`src/rtl/pci_cfg_pkg.sv`:
```
package pci_cfg_pkg;

    // ****************************************
    // Option encodings
    // ****************************************
    localparam logic       SPACE_MEMORY        = 1'h0;
    localparam logic       SPACE_IO            = 1'h1;
    localparam logic       narrow_space_flag   = 1'h0;
    localparam logic       wide_space_flag     = 1'h1;
    localparam logic       OPT_DISABLE         = 1'h0;
    localparam logic       OPT_ENABLE          = 1'h1;
    localparam logic       PREFETCH_FLAG       = 1'h1;
    localparam logic       no_prefetch_flag    = 1'h0;
    localparam logic [1:0] placement_code_zero = 2'h0;
    localparam logic [1:0] PLACEMENT_CODE_ONE  = 2'h1;
    localparam logic [1:0] PLACEMENT_CODE_TWO  = 2'h2;
    localparam logic [1:0] IO_SPACE_CODE       = 2'h3;
    localparam logic [31:0] largest_size_mask  = 32'h8000_0000;
    localparam logic [31:0] smallest_size_mask = 32'hFFFF_FFF0;

    // ****************************************
    // Vector layout
    // ****************************************
    localparam int CFG_W          = 256;
    localparam int DATA_W         = 32;
    localparam int ID_LSB         = 120;
    localparam int CLASS_LSB      = 152;
    localparam int SUBSYS_LSB     = 184;
    localparam int EXT_SUBSYS_BIT = 114;
    localparam int FIFO_DEPTH     = 8;

    // ****************************************
    // Header word selectors
    // ****************************************
    localparam logic [1:0] SEL_IDENTITY = 2'h0;
    localparam logic [1:0] SEL_CLASS    = 2'h1;
    localparam logic [1:0] SEL_SUBSYS   = 2'h2;

    localparam logic [31:0] CLASS_RESET = 32'h0B40_0000;

endpackage : pci_cfg_pkg

```
`src/rtl/data_fifo.sv`:
```
`timescale 1ns/1ps
module data_fifo #(
    parameter int WIDTH = 32,
    parameter int DEPTH = 8
) (
    input  wire logic             clk,
    input  wire logic             srst,
    input  wire logic [WIDTH-1:0] in_data,
    input  wire logic             in_valid,
    output logic                  in_ready,
    output logic      [WIDTH-1:0] out_data,
    output logic                  out_valid,
    input  wire logic             out_ready
);
    localparam int AW = $clog2(DEPTH);

    logic [WIDTH-1:0] mem_ff [DEPTH];
    logic [AW-1:0]    wr_ff;
    logic [AW-1:0]    nxt_wr;
    logic [AW-1:0]    rd_ff;
    logic [AW-1:0]    nxt_rd;
    logic [AW:0]      cnt_ff;
    logic [AW:0]      nxt_cnt;
    logic             push;
    logic             pop;

    assign in_ready  = (cnt_ff != (AW+1)'(DEPTH)) ? 1'b1 : 1'b0;
    assign out_valid = (cnt_ff != '0);
    assign out_data  = mem_ff[rd_ff];
    assign push      = in_valid && in_ready;
    assign pop       = out_valid && out_ready;

    always_comb
    begin
        nxt_wr  = push ? AW'(wr_ff + 1'b1) : wr_ff;
        nxt_rd  = pop ? AW'(rd_ff + 1'b1) : rd_ff;
        nxt_cnt = cnt_ff;
        if (push && !pop)
            nxt_cnt = (AW+1)'(cnt_ff + 1'b1);
        else if (pop && !push)
            nxt_cnt = (AW+1)'(cnt_ff - 1'b1);
    end

    always_ff @(posedge clk)
    begin
        if (srst)
        begin
            wr_ff  <= '0;
            rd_ff  <= '0;
            cnt_ff <= '0;
        end
        else
        begin
            wr_ff  <= nxt_wr;
            rd_ff  <= nxt_rd;
            cnt_ff <= nxt_cnt;
        end
    end

    always_ff @(posedge clk)
    begin
        if (push)
            mem_ff[wr_ff] <= in_data;
    end
endmodule : data_fifo

```
`src/rtl/pci_core_cfg_and_pipeline.sv`:
```
`timescale 1ns/1ps
module pci_core_cfg_and_pipeline
    import pci_cfg_pkg::*;
(
    input  wire logic                          clk,
    input  wire logic                          srst,
    // Configuration vector and external subsystem word
    input  wire logic [pci_cfg_pkg::CFG_W-1:0] cfg_vector,
    input  wire logic [pci_cfg_pkg::DATA_W-1:0] ext_subsys_data,
    // Bus side, received
    input  wire logic [pci_cfg_pkg::DATA_W-1:0] bus_ad_in,
    input  wire logic                          bus_master_phase,
    input  wire logic                          bus_target_phase,
    input  wire logic                          bus_data_phase,
    input  wire logic                          bus_addr_phase,
    // Bus side, driven
    output logic      [pci_cfg_pkg::DATA_W-1:0] bus_ad_out,
    output logic                               bus_ad_oe_n,
    input  wire logic                          bus_ready,
    // Header reads
    input  wire logic [1:0]                    hdr_sel,
    output logic      [pci_cfg_pkg::DATA_W-1:0] hdr_data,
    // User side
    output logic      [pci_cfg_pkg::DATA_W-1:0] shared_addr_data_bus,
    output logic                               master_data_valid,
    output logic                               target_data_valid,
    output logic                               decoded_addr_strobe,
    output logic                               master_source_enable,
    output logic                               target_source_enable,
    input  wire logic                          master_addr_oe_n,
    input  wire logic [pci_cfg_pkg::DATA_W-1:0] user_start_addr,
    input  wire logic [pci_cfg_pkg::DATA_W-1:0] user_wr_data,
    input  wire logic                          user_wr_valid,
    output logic                               user_wr_ready,
    output logic                               ext_subsys_en,
    output logic                               cfg_vendor_reserved
);
    import pci_cfg_pkg::*;

    // ****************************************
    // Input capture stage
    // ****************************************
    logic [DATA_W-1:0] nxt_rx_data;
    logic              rx_mvld_ff;
    logic              nxt_rx_mvld;
    logic              rx_tvld_ff;
    logic              nxt_rx_tvld;
    logic              rx_avld_ff;
    logic              nxt_rx_avld;
    logic              src_m_ff;
    logic              nxt_src_m;
    logic              src_t_ff;
    logic              nxt_src_t;

    always_comb
    begin
        nxt_rx_data = bus_ad_in;
        nxt_rx_mvld = bus_master_phase && bus_data_phase;
        nxt_rx_tvld = bus_target_phase && bus_data_phase;
        nxt_rx_avld = bus_addr_phase;
        nxt_src_m   = bus_master_phase && !bus_data_phase;
        nxt_src_t   = bus_target_phase && !bus_data_phase;
    end

    always_ff @(posedge clk)
    begin
        if (srst)
        begin
            rx_mvld_ff <= 1'b0;
            rx_tvld_ff <= 1'b0;
            rx_avld_ff <= 1'b0;
            src_m_ff   <= 1'b0;
            src_t_ff   <= 1'b0;
        end
        else
        begin
            rx_mvld_ff <= nxt_rx_mvld;
            rx_tvld_ff <= nxt_rx_tvld;
            rx_avld_ff <= nxt_rx_avld;
            src_m_ff   <= nxt_src_m;
            src_t_ff   <= nxt_src_t;
        end
    end

    // ****************************************
    // User-side outputs
    // ****************************************
    logic [DATA_W-1:0] shared_ff;
    logic [DATA_W-1:0] nxt_shared;

    // Start address takes the shared bus while its enable is low
    always_comb
    begin
        if (!master_addr_oe_n)
            nxt_shared = user_start_addr;
        else
            nxt_shared = nxt_rx_data;
    end

    always_ff @(posedge clk)
    begin
        if (srst)
            shared_ff <= '0;
        else
            shared_ff <= nxt_shared;
    end

    assign shared_addr_data_bus = shared_ff;
    assign master_data_valid    = rx_mvld_ff;
    assign target_data_valid    = rx_tvld_ff;
    assign decoded_addr_strobe  = rx_avld_ff;
    assign master_source_enable = src_m_ff;
    assign target_source_enable = src_t_ff;

    // ****************************************
    // Transmit path through FIFO
    // ****************************************
    logic [DATA_W-1:0] fifo_data;
    logic              fifo_valid;
    logic              fifo_pop;
    logic [DATA_W-1:0] tx_ff;
    logic [DATA_W-1:0] nxt_tx;
    logic              tx_oe_n_ff;
    logic              nxt_tx_oe_n;
    logic              fifo_in_ready;

    data_fifo #(
        .WIDTH (DATA_W),
        .DEPTH (FIFO_DEPTH)
    ) u_tx_fifo (
        .clk       (clk),
        .srst      (srst),
        .in_data   (user_wr_data),
        .in_valid  (user_wr_valid),
        .in_ready  (fifo_in_ready),
        .out_data  (fifo_data),
        .out_valid (fifo_valid),
        .out_ready (fifo_pop)
    );

    assign fifo_pop = bus_ready;

    // Words leave through an output flop, one stage after the FIFO head
    always_comb
    begin
        nxt_tx      = tx_ff;
        nxt_tx_oe_n = 1'b1;
        if (fifo_valid && fifo_pop)
        begin
            nxt_tx      = fifo_data;
            nxt_tx_oe_n = 1'b0;
        end
    end

    always_ff @(posedge clk)
    begin
        if (srst)
        begin
            tx_ff      <= '0;
            tx_oe_n_ff <= 1'b1;
        end
        else
        begin
            tx_ff      <= nxt_tx;
            tx_oe_n_ff <= nxt_tx_oe_n;
        end
    end

    assign bus_ad_out    = tx_ff;
    assign bus_ad_oe_n   = tx_oe_n_ff;
    assign user_wr_ready = fifo_in_ready;

    // ****************************************
    // Configuration header decode
    // ****************************************
    logic [DATA_W-1:0] id_word;
    logic [DATA_W-1:0] class_word;
    logic [DATA_W-1:0] subsys_word;
    logic              ext_en;
    logic [DATA_W-1:0] hdr_ff;
    logic [DATA_W-1:0] nxt_hdr;
    logic              ext_ff;
    logic              vres_ff;

    always_comb
    begin
        id_word     = cfg_vector[ID_LSB +: DATA_W];
        class_word  = cfg_vector[CLASS_LSB +: DATA_W];
        ext_en      = (cfg_vector[EXT_SUBSYS_BIT] == OPT_ENABLE);
        if (ext_en)
            subsys_word = ext_subsys_data;
        else
            subsys_word = cfg_vector[SUBSYS_LSB +: DATA_W];
        nxt_hdr = '0;
        if (hdr_sel == SEL_IDENTITY)
            nxt_hdr = id_word;
        else if (hdr_sel == SEL_CLASS)
            nxt_hdr = class_word;
        else if (hdr_sel == SEL_SUBSYS)
            nxt_hdr = subsys_word;
    end

    always_ff @(posedge clk)
    begin
        if (srst)
        begin
            hdr_ff  <= '0;
            ext_ff  <= 1'b0;
            vres_ff <= 1'b0;
        end
        else
        begin
            hdr_ff  <= nxt_hdr;
            ext_ff  <= ext_en;
            vres_ff <= (id_word[15:0] == 16'hFFFF);
        end
    end

    assign hdr_data            = hdr_ff;
    assign ext_subsys_en       = ext_ff;
    assign cfg_vendor_reserved = vres_ff;

endmodule : pci_core_cfg_and_pipeline

```
`config.mk`:
```
export PLATFORM = sky130hd
export DESIGN_NAME = pci_core_cfg_and_pipeline
export DESIGN_NICKNAME = d
export VERILOG_FILES = /design/src/rtl/pci_cfg_pkg.sv /design/src/rtl/data_fifo.sv /design/src/rtl/pci_core_cfg_and_pipeline.sv
export SDC_FILE = /design/constraint.sdc
export NUM_CORES = 1
export LEC_CHECK = 0
export BUFFER_PORTS_ARGS = -buffer_cell sky130_fd_sc_hd__buf_2
export CORE_AREA = 4 4 194 196
export DETAILED_ROUTE_END_ITERATION = 10
export DIE_AREA = 0 0 198 200
export PLACE_DENSITY = 0.68
export SKIP_CTS_REPAIR_TIMING = 1
export SLEW_MARGIN = 20
export SYNTH_ARGS = -nofsm -noshare
export SYNTH_HDL_FRONTEND = slang
export SYNTH_SLANG_ARGS = --single-unit
export TNS_END_PERCENT = 100
```
`constraint.sdc`:
```
create_clock -name clk -period 4.85 [get_ports clk]
set_input_delay 0.97 -clock clk [delete_from_list [all_inputs] [get_ports clk]]
set_output_delay 0.97 -clock clk [all_outputs]
set_load 0.02 [all_outputs]
```
Yosys cells after proc, flatten, opt, wreduce, memory -nomap -nowiden
Memories as Yosys holds them, arrays and structs flattened. A register that Yosys moved wholly into a read port is not among the register bits.
Cells that the tools add are included.
{ "word_totals": {"reg_bits": 82, "latch_bits": 0, "ram_bits": 256, "rom_bits": 0, "n_memories": 1} }
{ "classes": {"n_addsub": 4, "multipliers": 0, "div": 0, "order_cmp": 0, "n_eq_ne": 4, "shifts": 0, "muxes": 11, "bitwise_logic": 0, "n_reduce_logical": 14} }
{ "memory_table": {"columns": ["memory", "depth", "word_bits", "read_ports", "rd_clocked_by_memory_dff", "wr", "line", "text"], "rows": [
  ["u_tx_fifo.mem_ff", 8, 32, 1, 1, 1, "data_fifo.sv:17", "logic [WIDTH-1:0] mem_ff [DEPTH];"]
]} }
{ "op_table": {"columns": ["cell", "n"], "rows": [
  ["$mux 32", 5],
  ["$eq 16x16->1 const B", 1],
  ["$logic_and 1x1->1", 8],
  ["$mux 4", 2],
  ["$add 3x1->3 const B", 2],
  ["$add 4x1->4 const B", 1],
  ["$mux 1", 4],
  ["$ne 4x4->1 const B", 1],
  ["$reduce_bool 4->1", 1],
  ["$sub 4x1->4 const B", 1],
  ["$logic_not 1->1", 3],
  ["$eq 2x1->1 const B", 1],
  ["$eq 2x2->1 const B", 1],
  ["$logic_not 2->1", 1],
  ["$reduce_bool 2->1", 1]
]} }

Depth between registers and ports, before layout
Gate-level depths: netlist of run 1.
{ "depth": {"word_depth": 7, "depth_mapped": 11, "mapped_depth_nobuf": 10} }

Hierarchy
Synthesis of run 1 repeated with hierarchy kept, for this count alone.
{ "hier_totals": {"hier_cells": 888, "hier_area_um2": 14719.1} }
{ "by_module_without_submodules": {"columns": ["mod", "n_inst", "cells_per_inst", "area_each_um2", "seq_area_each_um2"], "rows": [
  ["data_fifo", 1, 443, 10396.2, 7947.6],
  ["pci_core_cfg_and_pipeline", 1, 445, 4322.9, 2082.0]
]} }

Worst setup path after synthesis of run 1
Ideal clock, no wire load.
{ "synth_timing": {"kind": "input-to-reg", "start": "in user_wr_valid", "end": "mem u_tx_fifo.mem_ff[0][0], enable pin", "setup_ps": 501, "t_arrival_ps": 4102, "required_time_ps": 4349, "setup_slack_ps": 247, "stages": 2, "n_path_buf": 0, "cell_sequence": "nand2_4 > nor4_1"} }
{ "synth_between": {"elab_chain_len": 3} }
{ "synth_lines": {"columns": ["element", "line", "text"], "rows": [
  ["start: declaration", "pci_core_cfg_and_pipeline.sv:33", "input wire logic user_wr_valid,"],
  ["$logic_and 1x1->1", "data_fifo.sv:30", "assign push = in_valid && in_ready;"],
  ["$mux 1", "data_fifo.sv:62", "if (push)"],
  ["$mux 1 (not written as such)", "data_fifo.sv:63", "mem_ff[wr_ff] <= in_data;"],
  ["end: declaration", "data_fifo.sv:17", null]
]} }
No other way between the ends.

Worst setup path after layout of run 1
{ "layout_timing": {"start": "reg u_tx_fifo.cnt_ff[0]", "end": "reg u_tx_fifo.cnt_ff[3]"} }
{ "layout_between": {"elab_chain_len": 6} }
{ "layout_lines": {"columns": ["element", "line", "text"], "rows": [
  ["start: declaration", "data_fifo.sv:22", "logic [AW:0] cnt_ff;"],
  ["start signal: assignment", "data_fifo.sv:56", "cnt_ff <= nxt_cnt;"],
  ["$ne 4x4->1 (*)", "data_fifo.sv:27", "assign in_ready = (cnt_ff != (AW+1)'(DEPTH)) ? 1'b1 : 1'b0;"],
  ["$mux 1 (*)", "data_fifo.sv:27", null],
  ["$logic_and 1x1->1 (*)", "data_fifo.sv:30", null],
  ["net u_tx_fifo.push", "data_fifo.sv:24", "logic push;"],
  ["$logic_not 1->1", "data_fifo.sv:40", "else if (pop && !push)"],
  ["$logic_and 1x1->1", "data_fifo.sv:40", null],
  ["$reduce_bool 2->1 (no source line)", null, null]
]} }
The timed path passes the listed nets; every way through them passes the cells marked *. The select of a mux whose other input is x is not followed.
A chain may end at the register's enable or synchronous reset.

==> metrics.yaml, run 1 <==
grt:
  overflow: 0
  antenna_found_initial: 4
  grt_pass1_wl_um: 52500
  groute.usage.overall_pct: 17.5
  grt_max_degree: 86
  grt_pass1_vias: 8652
floorplan:
  coreArea_um2: 36100
  die_y_um: 200
  rows: 70
  die-area_um2: 39600
  io_pins: 500
  start_util_pct: 39.6
  die_w_um: 198
placement:
  io_buffers: 340
  gp_congestion: 0.818
  place_hpwl_um: 23100
  place_inst: 1619
  place_ws_ns: 1.49
setup_path:
  crit_chain: "or4b_1, nand2_4, inv_1, ha_1, inv_1, ha_1, a21oi_1, a211oi_1, a31oi_1, mux2_2"
  crit_type: "flop to flop"
  critPathBufInv: 2
  cpMaxStageDelayCell: "or4b_1"
  required_ns: 5.27
  cp.arrival_ns: 3.29
  start_kind: "flop"
  slowest_delay_ns: 0.69
  crit_path_end_kind: "flop"
  crit_family: "simple AND/OR/NAND/NOR gates"
  cp_max_fo: 7
final_layout:
  nNetsFinal: 1593
  finalNonFillerCells: 1693
  layout-drive-gt1-share_pct: 41.9
  multi_input_area_um2: 4000
  nFillCells: 3079
  seq_area_um2: 9970
  areaGrowthSynthToFinish_pct: 24.5
synth:
  yosys_register_bits: 370
  syn_nets: 1252
  syn_inst: 851
  synth_cell_types: 38
  avgSynthCellArea_um2: 16.8
  synth_seq_area_share_pct: 69.9
  ys_warn_count: 0
  synth_area_um2: 14300
routing:
  routed_via_density: 5.07
  final_antenna_net_count: 0
  wl_per_cell_um: 21.3
  firstDrtPassIters: 5
  initialDrtViolationCount: 432
  drt_drc_violations_left: 0
  vias: 8587
  finalWirelength_um: 36100
sta:
  fmax_ghz: 0.349
  skew_ns: 0.0165
  setup_ws_ns: 1.98
  slew_headroom_pct: 30.7
  setup_tns_ns: 0
  rsz0062_at_grt: "no"
  setup_viol: 0
  worst_slew_pin_slew_ns: 1.04
  slew_viol_final: 0
  finalHoldViolCount: 0
  fin_crit_ns: 2.87
  finalCritPeriodShare_pct: 59.1
run:
  max-cap-violations: 0
clock_tree:
  cts_root_buf: "clkbuf_16"
  path_clk_slew_ns: 0.06
  clock-sinks: 370
  cts_buffers: 39
  cts-htree-levels: 2
  cts_tree: "yes"
  insertion_delay_ns: 0.54
  clockBufferDepth: 3
power_and_ir_drop:
  ir_worst_vdd_mv: 0.367
  power_mw: 8.84
  cellPowerDensity_nw_per_um2: 497
  power.leakage_nw: 6.96
min_path:
  hp-class: "flop to flop"
status:
  status: "finished clean"
power breakdown:
group          switching, mW  internal, mW  total (mW)
clock                   1.21          1.86        3.07
combinational           1.01         0.845        1.85
sequential             0.238          3.68        3.91
synth_stat cells:
| cell type | n | share of area (%) |
|---|---|---|
| a211oi_1 | 1 | 0.053 |
| a21oi_1 | 3 | 0.11 |
| a31oi_1 | 1 | 0.044 |
| and3b_1 | 2 | 0.12 |
| and4_1 | 1 | 0.061 |
| buf_1 | 3 | 0.079 |
| buf_2 | 19 | 0.67 |
| buf_4 | 1 | 0.053 |
| buf_6 | 13 | 1.0 |
| clkbuf_1 | 21 | 0.55 |
| clkbuf_2 | 1 | 0.035 |
| dfxtp_1 | 114 | 16 |
| edfxtp_1 | 256 | 54 |
| fa_1 | 1 | 0.14 |
| ha_1 | 5 | 0.44 |
| inv_1 | 3 | 0.079 |
| mux2_2 | 1 | 0.079 |
| mux2i_1 | 98 | 6.9 |
| mux4_2 | 64 | 10 |
| nand2_1 | 3 | 0.079 |
| nand2_4 | 2 | 0.16 |
| nand2b_1 | 4 | 0.18 |
| nand2b_4 | 1 | 0.096 |
| nand3_1 | 6 | 0.21 |
| nand4_1 | 1 | 0.044 |
| nand4b_1 | 1 | 0.061 |
| nor2_1 | 110 | 2.9 |
| nor2b_1 | 3 | 0.13 |
| nor3_1 | 25 | 0.88 |
| nor3_2 | 11 | 0.77 |
| nor3b_1 | 2 | 0.11 |
| nor4_1 | 2 | 0.088 |
| o22a_1 | 32 | 2.0 |
| o22ai_1 | 32 | 1.4 |
| o41a_4 | 1 | 0.15 |
| or4b_1 | 1 | 0.070 |
| xnor2_1 | 2 | 0.12 |
| xor2_1 | 4 | 0.25 |
worst register-to-register path, delay by kind of cell, from the launching register on:
family | cells | cell delay (ns)
flip-flops | 1 | 0.38
buffers and inverters | 2 | 0.18
AND/OR/NAND/NOR | 2 | 0.88
AO/OA/AOI/OAI | 3 | 0.48
adder cells (fa/ha/maj) | 2 | 0.46
multiplexers | 1 | 0.35
final timing paths:
path / from / endpoint / slack (ns) / cells after the start
setup / recovery: u_tx_fifo.cnt_ff[0]$_SDFFE_PP0P_ / u_tx_fifo.cnt_ff[3]$_SDFFE_PP0P_ / 1.98 / 10
hold / removal: bus_ad_out[4]$_SDFFE_PP0P_ / bus_ad_out[4]$_SDFFE_PP0P_ / 0.49 / 2
setup reg to reg: u_tx_fifo.cnt_ff[0]$_SDFFE_PP0P_ / u_tx_fifo.cnt_ff[3]$_SDFFE_PP0P_ / 1.98 / 10
hold reg to reg: bus_ad_out[4]$_SDFFE_PP0P_ / bus_ad_out[4]$_SDFFE_PP0P_ / 0.49 / 2
kinds of logic after synthesis:
kind of cell / share of synthesized area [%]
fa+ha+maj: 0.579
simple gates: 5.94
buf+inv: 2.49
flops: 69.9
xor+xnor: 0.368
mux: 17.1
compound gates: 3.72
area by class of cell:
cell class | count | share of cell area [%]
multi-input combinational | 420 | 22.5
inverter | 3 | 0.0634
timing repair buffer | 358 | 10.4
clock inverter | 9 | 0.655
clock buffer | 63 | 6.96
antenna | 2 | 0.0282
sequential | 370 | 56.1
tap | 468 | 3.30
sequential cells by signal, indices dropped and copies added, names as in the netlist, 3 cells and up:
register,cells
u_tx_fifo.cnt_ff,4
bus_ad_out,32
shared_addr_data_bus,32
hdr_data,32
u_tx_fifo.wr_ff,3
u_tx_fifo.mem_ff,256
u_tx_fifo.rd_ff,3
cell usage in the layout (no fill, tap or decap), types with 2 or more instances in the layout:
cell and count:
buf_4 19, nor2_1 107, xor2_1 4, mux4_2 64, nor3_1 21, nor2_4 3
inv_1 3, o22a_1 32, clkinv_2 2, inv_6 2, nor3_2 15, and3b_1 2
nor3b_1 2, buf_2 339, clkbuf_1 8, nand3_1 6, nand2_4 2, clkbuf_16 40
xnor2_1 2, o22ai_1 32, mux2i_1 98, nand2_1 3, clkbuf_8 15, nand2b_1 3
ha_1 5, edfxtp_1 256, nor2b_1 3, diode_2 2, dfxtp_1 112, bufinv_16 2
a21oi_1 3
layer usage:
layer,track usage [%],routed length [µm]
met5,0,7
met4,4.39,706
met1,22.1,14500
met3,3.89,2570
met2,30.8,18400
stage by stage:
stage | utilization [%] | area, µm² | hold slack [ns]
3_5_place_dp | 45.5 | 16400 | 0.476
6_report | 49.2 | 17800 | 0.488
4_1_cts | 49.2 | 17800 | 0.489
2_1_floorplan | - | 14300 | 0.498
3_3_place_gp | 45.5 | 16400 | 0.474
5_1_grt | 49.2 | 17800 | 0.516
Note: power is estimated with default switching activity, not from simulation.
==> inputs of run 2 (changes only) <==
Settings changed: CORE_AREA 4 4 194 196 to 4 4 190 192, DIE_AREA 0 0 198 200 to 0 0 194 196.
Clock period 4.85 ns to 2.85 ns, I/O delays scaled along.
==> run 2 against run 1 <==
Net effect: critical path depth unchanged; via count up 2.7%; register-to-register slack worse by 1.7 ns; die area down 4.0%; routed wire length up 6.9%; final cell count up 0.71%; sequential share of layout area down 0.60 points; critical endpoint unchanged; combinational power up 82%; global-route usage up 2.1 points; critical path type unchanged; first-iteration DRC count up 12%; fmax up 11%; non-clock buffer count up 16.
==> metrics.yaml, run 2 (synthesized netlist as in run 1, its figures left out) <==
final_layout:
  final_core_util_pct: 52.2
  nNetsFinal: 1610
  final_cell_mix: "339 x buf_2, 256 x edfxtp_1, 112 x dfxtp_1"
  finalNonFillerCells: 1705
  areaGrowthSynthToFinish_pct: 25.8
  layout-drive-gt1-share_pct: 42.5
  largest_reg_flops: 256
  mostFrequentLayoutCell: "buf_2"
  regMostFlops: "u_tx_fifo.mem_ff"
floorplan:
  start_util_pct: 41.5
  die-area_um2: 38000
  coreArea_um2: 34400
  die_w_um: 194
  rows: 68
  die_y_um: 196
  io_pins: 500
setup_path:
  r2r-start: "u_tx_fifo.cnt_ff[0]$_SDFFE_PP0P_"
  crit_family: "simple AND/OR/NAND/NOR gates"
  r2r_end: "u_tx_fifo.cnt_ff[3]$_SDFFE_PP0P_"
  cpMaxStageDelayCell: "or4b_1"
  start_kind: "flop"
  cp_max_fo: 5
  crit_path_end_kind: "flop"
  cp.arrival_ns: 3.00
  reg2regPathDepth: 10
  regToRegSetupSlack_ns: 0.27
  crit_type: "flop to flop"
  critPathBufInv: 2
  crit_chain: "or4b_1, nand2_4, inv_1, ha_1, inv_1, ha_1, a21oi_1, a211oi_1, a31oi_1, mux2_2"
  required_ns: 3.27
  slowest_delay_ns: 0.62
sta:
  fmax_ghz: 0.388
  setup_viol: 0
  skew_ns: 0.0252
  finalCritPeriodShare_pct: 90.5
  slew_viol_final: 0
  fin_crit_ns: 2.58
  rsz0062_at_grt: "no"
  worst_slew_pin_slew_ns: 0.593
  finalHoldViolCount: 0
  slew_headroom_pct: 60.5
routing:
  wl_per_cell_um: 22.6
  firstDrtPassIters: 5
  drt_drc_violations_left: 0
  vias: 8816
  routed_via_density: 5.17
  final_antenna_net_count: 0
  finalWirelength_um: 38600
  initialDrtViolationCount: 482
min_path:
  hp-class: "input pin to flop"
  whs_path_depth: 2
  holdPathEnd: "target_source_enable$_SDFF_PP0_"
  min_from: "bus_data_phase"
grt:
  grt_pass1_vias: 8867
  grt_pass1_wl_um: 56700
  grt_max_degree: 48
  groute.usage.overall_pct: 19.6
  antenna_found_initial: 21
  overflow: 0
placement:
  io_buffers: 340
  place_inst: 1622
  place_hpwl_um: 25800
  gp_congestion: 0.944
clock_tree:
  clockBufferDepth: 3
  cts_buffers: 40
  clock-sinks: 370
  cts_root_buf: "clkbuf_16"
  insertion_delay_ns: 0.54
  cts_tree: "yes"
  path_clk_slew_ns: 0.06
  cts-htree-levels: 2
run:
  max-cap-violations: 0
power_and_ir_drop:
  power.leakage_nw: 7.03
  ir_worst_vdd_mv: 0.612
  cellPowerDensity_nw_per_um2: 831
status:
  status: "finished clean"
==> run 2: cell types whose count changed in the layout (fill, tap and decap cells not counted), moves of 2 or more <==
cell,delta
clkbuf_8,-11
buf_12,+8
clkinvlp_4,+2
clkinv_2,+8
diode_2,+7
clkinv_1,+2
buf_4,+8
==> run 2: worst max-delay path by stage <==
stage | start | to | slack (ns) | depth (start not counted)
finish | u_tx_fifo.cnt_ff[0]$_SDFFE_PP0P_ | u_tx_fifo.cnt_ff[3]$_SDFFE_PP0P_ | 0.27 | 10
global placement | u_tx_fifo.cnt_ff[0]$_SDFFE_PP0P_ | u_tx_fifo.cnt_ff[3]$_SDFFE_PP0P_ | 0.32 | 10
detailed placement | u_tx_fifo.cnt_ff[0]$_SDFFE_PP0P_ | u_tx_fifo.cnt_ff[3]$_SDFFE_PP0P_ | 0.27 | 10
CTS | u_tx_fifo.cnt_ff[0]$_SDFFE_PP0P_ | u_tx_fifo.cnt_ff[3]$_SDFFE_PP0P_ | 0.25 | 10
floorplan | u_tx_fifo.cnt_ff[0]$_SDFFE_PP0P_ | u_tx_fifo.mem_ff[1][0]$_DFFE_PP_ | -0.73 | 4
global route | u_tx_fifo.cnt_ff[0]$_SDFFE_PP0P_ | u_tx_fifo.cnt_ff[3]$_SDFFE_PP0P_ | 0.07 | 10
==> run 2: power breakdown <==
part           internal (mW)  switching [mW]  total, mW
Combinational           1.52            1.85       3.37
Clock                   2.92            2.10       5.02
Sequential              6.26           0.275       6.53
==> run 2: cell type report <==
cell class / instances / area [µm²]
inverter: 3 / 11.3
clock buffer: 51 / 1080
sequential: 370 / 9970
tap: 455 / 569
multi-input combinational: 420 / 4010
fill: 2865 / 16400
antenna: 9 / 22.5
clock inverter: 23 / 229
timing repair buffer: 374 / 2060
==> run 2: through the flow <==
stage          hold WS [ns]  area, µm²  total power [mW]  worst slack, ns  setup TNS [ns]
4_1_cts               0.211      17900              15.1            0.251               0
2_1_floorplan         0.516      14300              9.05           -0.727          -77.03
6_report              0.237      18000              14.9            0.271               0
3_3_place_gp          0.473      16600              10.0            0.321               0
5_1_grt               0.218      18000              15.7           0.0741               0
3_5_place_dp          0.476      16600              10.1            0.269               0
==> run 2: per-layer routing <==
metal	up-vias	wire, µm	share of wire, %	GRT usage [%]
met4	14	1230	3.2	6.64
met3	76	2680	6.9	5.26
li1	4041	-	-	-
met1	4350	14700	38	23.6
met5	-	89	0.23	0
met2	335	19900	52	34.2
==> inputs of run 3 (changes only) <==
--- a/config.mk
+++ b/config.mk
@@ -11,4 +11,5 @@
 export DIE_AREA = 0 0 194 196
 export PLACE_DENSITY = 0.68
+export RECOVER_POWER = 25
 export SKIP_CTS_REPAIR_TIMING = 1
 export SLEW_MARGIN = 20
==> constraint.sdc (replaced) <==
create_clock -name clk -period 2.85 [get_ports clk]
set_input_delay 0.285 -clock clk [delete_from_list [all_inputs] [get_ports clk]]
set_output_delay 0.285 -clock clk [all_outputs]
set_load 0.02 [all_outputs]
==> run 3 against run 2 <==
Net effect: the run now ends with negative hold slack left; setup slack lost 0.097 ns; final cell count rose by 0.76%; non-clock buffer count grew 22; clock-buffer cell count did not move; core utilization is 0.46 points higher; largest power group unchanged; global-route usage is 0.22 points higher; fmax fell by 3.6%; sequential power hardly changed; first-iteration DRC count down 9.5%; combinational power is essentially flat.
==> metrics.yaml, run 3 (synthesized netlist as in run 1, its figures left out) <==
grt:
  groute.usage.overall_pct: 19.8
  grt_max_degree: 50
  grt_pass1_wl_um: 57100
  antenna_found_initial: 16
  overflow: 0
  grt_pass1_vias: 8938
setup_path:
  cp.arrival_ns: 3.11
  regToRegSetupSlack_ns: 0.17
  reg2regPathDepth: 10
  crit_type: "flop to flop"
  cp_max_fo: 5
  r2r_end: "u_tx_fifo.cnt_ff[3]$_SDFFE_PP0P_"
  r2r-start: "u_tx_fifo.cnt_ff[0]$_SDFFE_PP0P_"
  crit_path_end_kind: "flop"
  start_kind: "flop"
  required_ns: 3.28
floorplan:
  io_pins: 500
  die-area_um2: 38000
  coreArea_um2: 34400
  start_util_pct: 41.5
  die_y_um: 196
  die_w_um: 194
  rows: 68
routing:
  firstDrtPassIters: 4
  drt_drc_violations_left: 0
  wl_per_cell_um: 22.9
  final_antenna_net_count: 0
  initialDrtViolationCount: 436
  finalWirelength_um: 39400
  vias: 8888
  routed_via_density: 5.17
power_and_ir_drop:
  p_comb_share_pct: 22.7
  p_int_mw: 10.8
  pwr-share-seq_pct: 43.7
  power.leakage_nw: 7.02
  p_sw_share_pct: 27.9
  pwr-share-clk_pct: 33.7
  cellPowerDensity_nw_per_um2: 826
  p_sw_mw: 4.17
  ir_worst_vdd_mv: 0.657
placement:
  gp_congestion: 0.941
  place_hpwl_um: 25800
  io_buffers: 340
  place_inst: 1616
sta:
  setup_viol: 0
  timing.hold.ws_ns: -0.0261
  finalCritPeriodShare_pct: 93.9
  slew_viol_final: 0
  setup_tns_ns: 0
  slew_headroom_pct: 56.3
  fmax_ghz: 0.374
  finalHoldViolCount: 13
  rsz0062_at_grt: "no"
  worst_slew_pin_slew_ns: 0.655
  fin_crit_ns: 2.68
  skew_ns: 0.0174
run:
  max-cap-violations: 0
final_layout:
  areaGrowthSynthToFinish_pct: 26.9
  finalNonFillerCells: 1718
  regMostFlops: "u_tx_fifo.mem_ff"
  nNetsFinal: 1630
  final_cell_mix: "313 x buf_2, 256 x edfxtp_1, 112 x dfxtp_1"
  layout-drive-gt1-share_pct: 39.0
  largest_reg_flops: 256
  mostFrequentLayoutCell: "buf_2"
min_path:
  hp-class: "input pin to flop"
  min_from: "user_start_addr[19]"
  whs_path_depth: 3
  holdPathEnd: "shared_addr_data_bus[19]$_SDFF_PP0_"
clock_tree:
  insertion_delay_ns: 0.54
  cts_root_buf: "clkbuf_16"
  clockBufferDepth: 3
  cts_buffers: 38
  path_clk_slew_ns: 0.06
  cts-htree-levels: 2
  clock-sinks: 370
  cts_tree: "yes"
status:
  violations: "negative hold slack"
  status: "finished, violations left"
[run 3: changes by cell type in the layout (fill, tap and decap cells not counted), sizes merged]
cell,change
buf,-32
dlygate4sd3,+28
clkbuf,+26
clkinv,-10
diode,-4
bufinv,+2
clkinvlp,+2
inv,+1
[run 3: worst max-delay path by stage]
stage,from,end
2_1_floorplan,u_tx_fifo.cnt_ff[0]$_SDFFE_PP0P_,u_tx_fifo.mem_ff[1][0]$_DFFE_PP_
3_3_place_gp,u_tx_fifo.cnt_ff[0]$_SDFFE_PP0P_,u_tx_fifo.cnt_ff[3]$_SDFFE_PP0P_
3_5_place_dp,u_tx_fifo.cnt_ff[0]$_SDFFE_PP0P_,u_tx_fifo.cnt_ff[3]$_SDFFE_PP0P_
4_1_cts,u_tx_fifo.cnt_ff[0]$_SDFFE_PP0P_,u_tx_fifo.cnt_ff[3]$_SDFFE_PP0P_
5_1_grt,u_tx_fifo.cnt_ff[0]$_SDFFE_PP0P_,u_tx_fifo.cnt_ff[3]$_SDFFE_PP0P_
6_report,u_tx_fifo.cnt_ff[0]$_SDFFE_PP0P_,u_tx_fifo.cnt_ff[3]$_SDFFE_PP0P_
[run 3: final cells by class]
class                   instances  area (µm²)
fillers                      2850       16300
flip-flops and latches        370        9970
multi-input cells             420        4010
repair buffers                396        2260
clock buffers                  51        1060
well taps                     455         569
clock inverters                18         216
diodes                          5        12.5
inverters                       3        11.3
[run 3: power groups by stage]
| stage | Clock, mW | Sequential [mW] | Combinational (mW) |
|---|---|---|---|
| floorplan | 0 | 6.83 | 2.22 |
| global placement | 0 | 6.63 | 3.37 |
| detailed placement | 0 | 6.65 | 3.42 |
| CTS | 5.16 | 6.54 | 3.44 |
| global route | 5.38 | 6.59 | 3.69 |
| finish | 5.04 | 6.53 | 3.39 |
[run 3: per-stage QoR]
step	util [%]	power, mW	setup slack (ns)	cell area, µm²
floorplan	-	9.05	-0.727	14300
global placement	48.2	10.0	0.244	16600
detailed placement	48.2	10.1	0.212	16600
CTS	52.0	15.1	0.184	17900
global route	52.7	15.7	0.0474	18100
finish	52.7	15.0	0.174	18100
[run 3: critical path, cell delays in order, from the launching register on]
cell	delay, ns
dfxtp_1	0.37
or4b_1	0.63
nand2_4	0.11
inv_1	0.04
ha_1	0.18
inv_1	0.13
ha_1	0.28
a21oi_1	0.21
a211oi_1	0.10
a31oi_1	0.17
mux2_2	0.35
[run 3: layer usage]
layer | up-vias | wire length, µm | track usage, %
met1 | 4384 | 14700 | 23.9
met4 | 16 | 1380 | 7.03
met2 | 334 | 20200 | 34.3
met5 | - | 118 | 0
li1 | 4063 | - | -
met3 | 91 | 2940 | 5.53
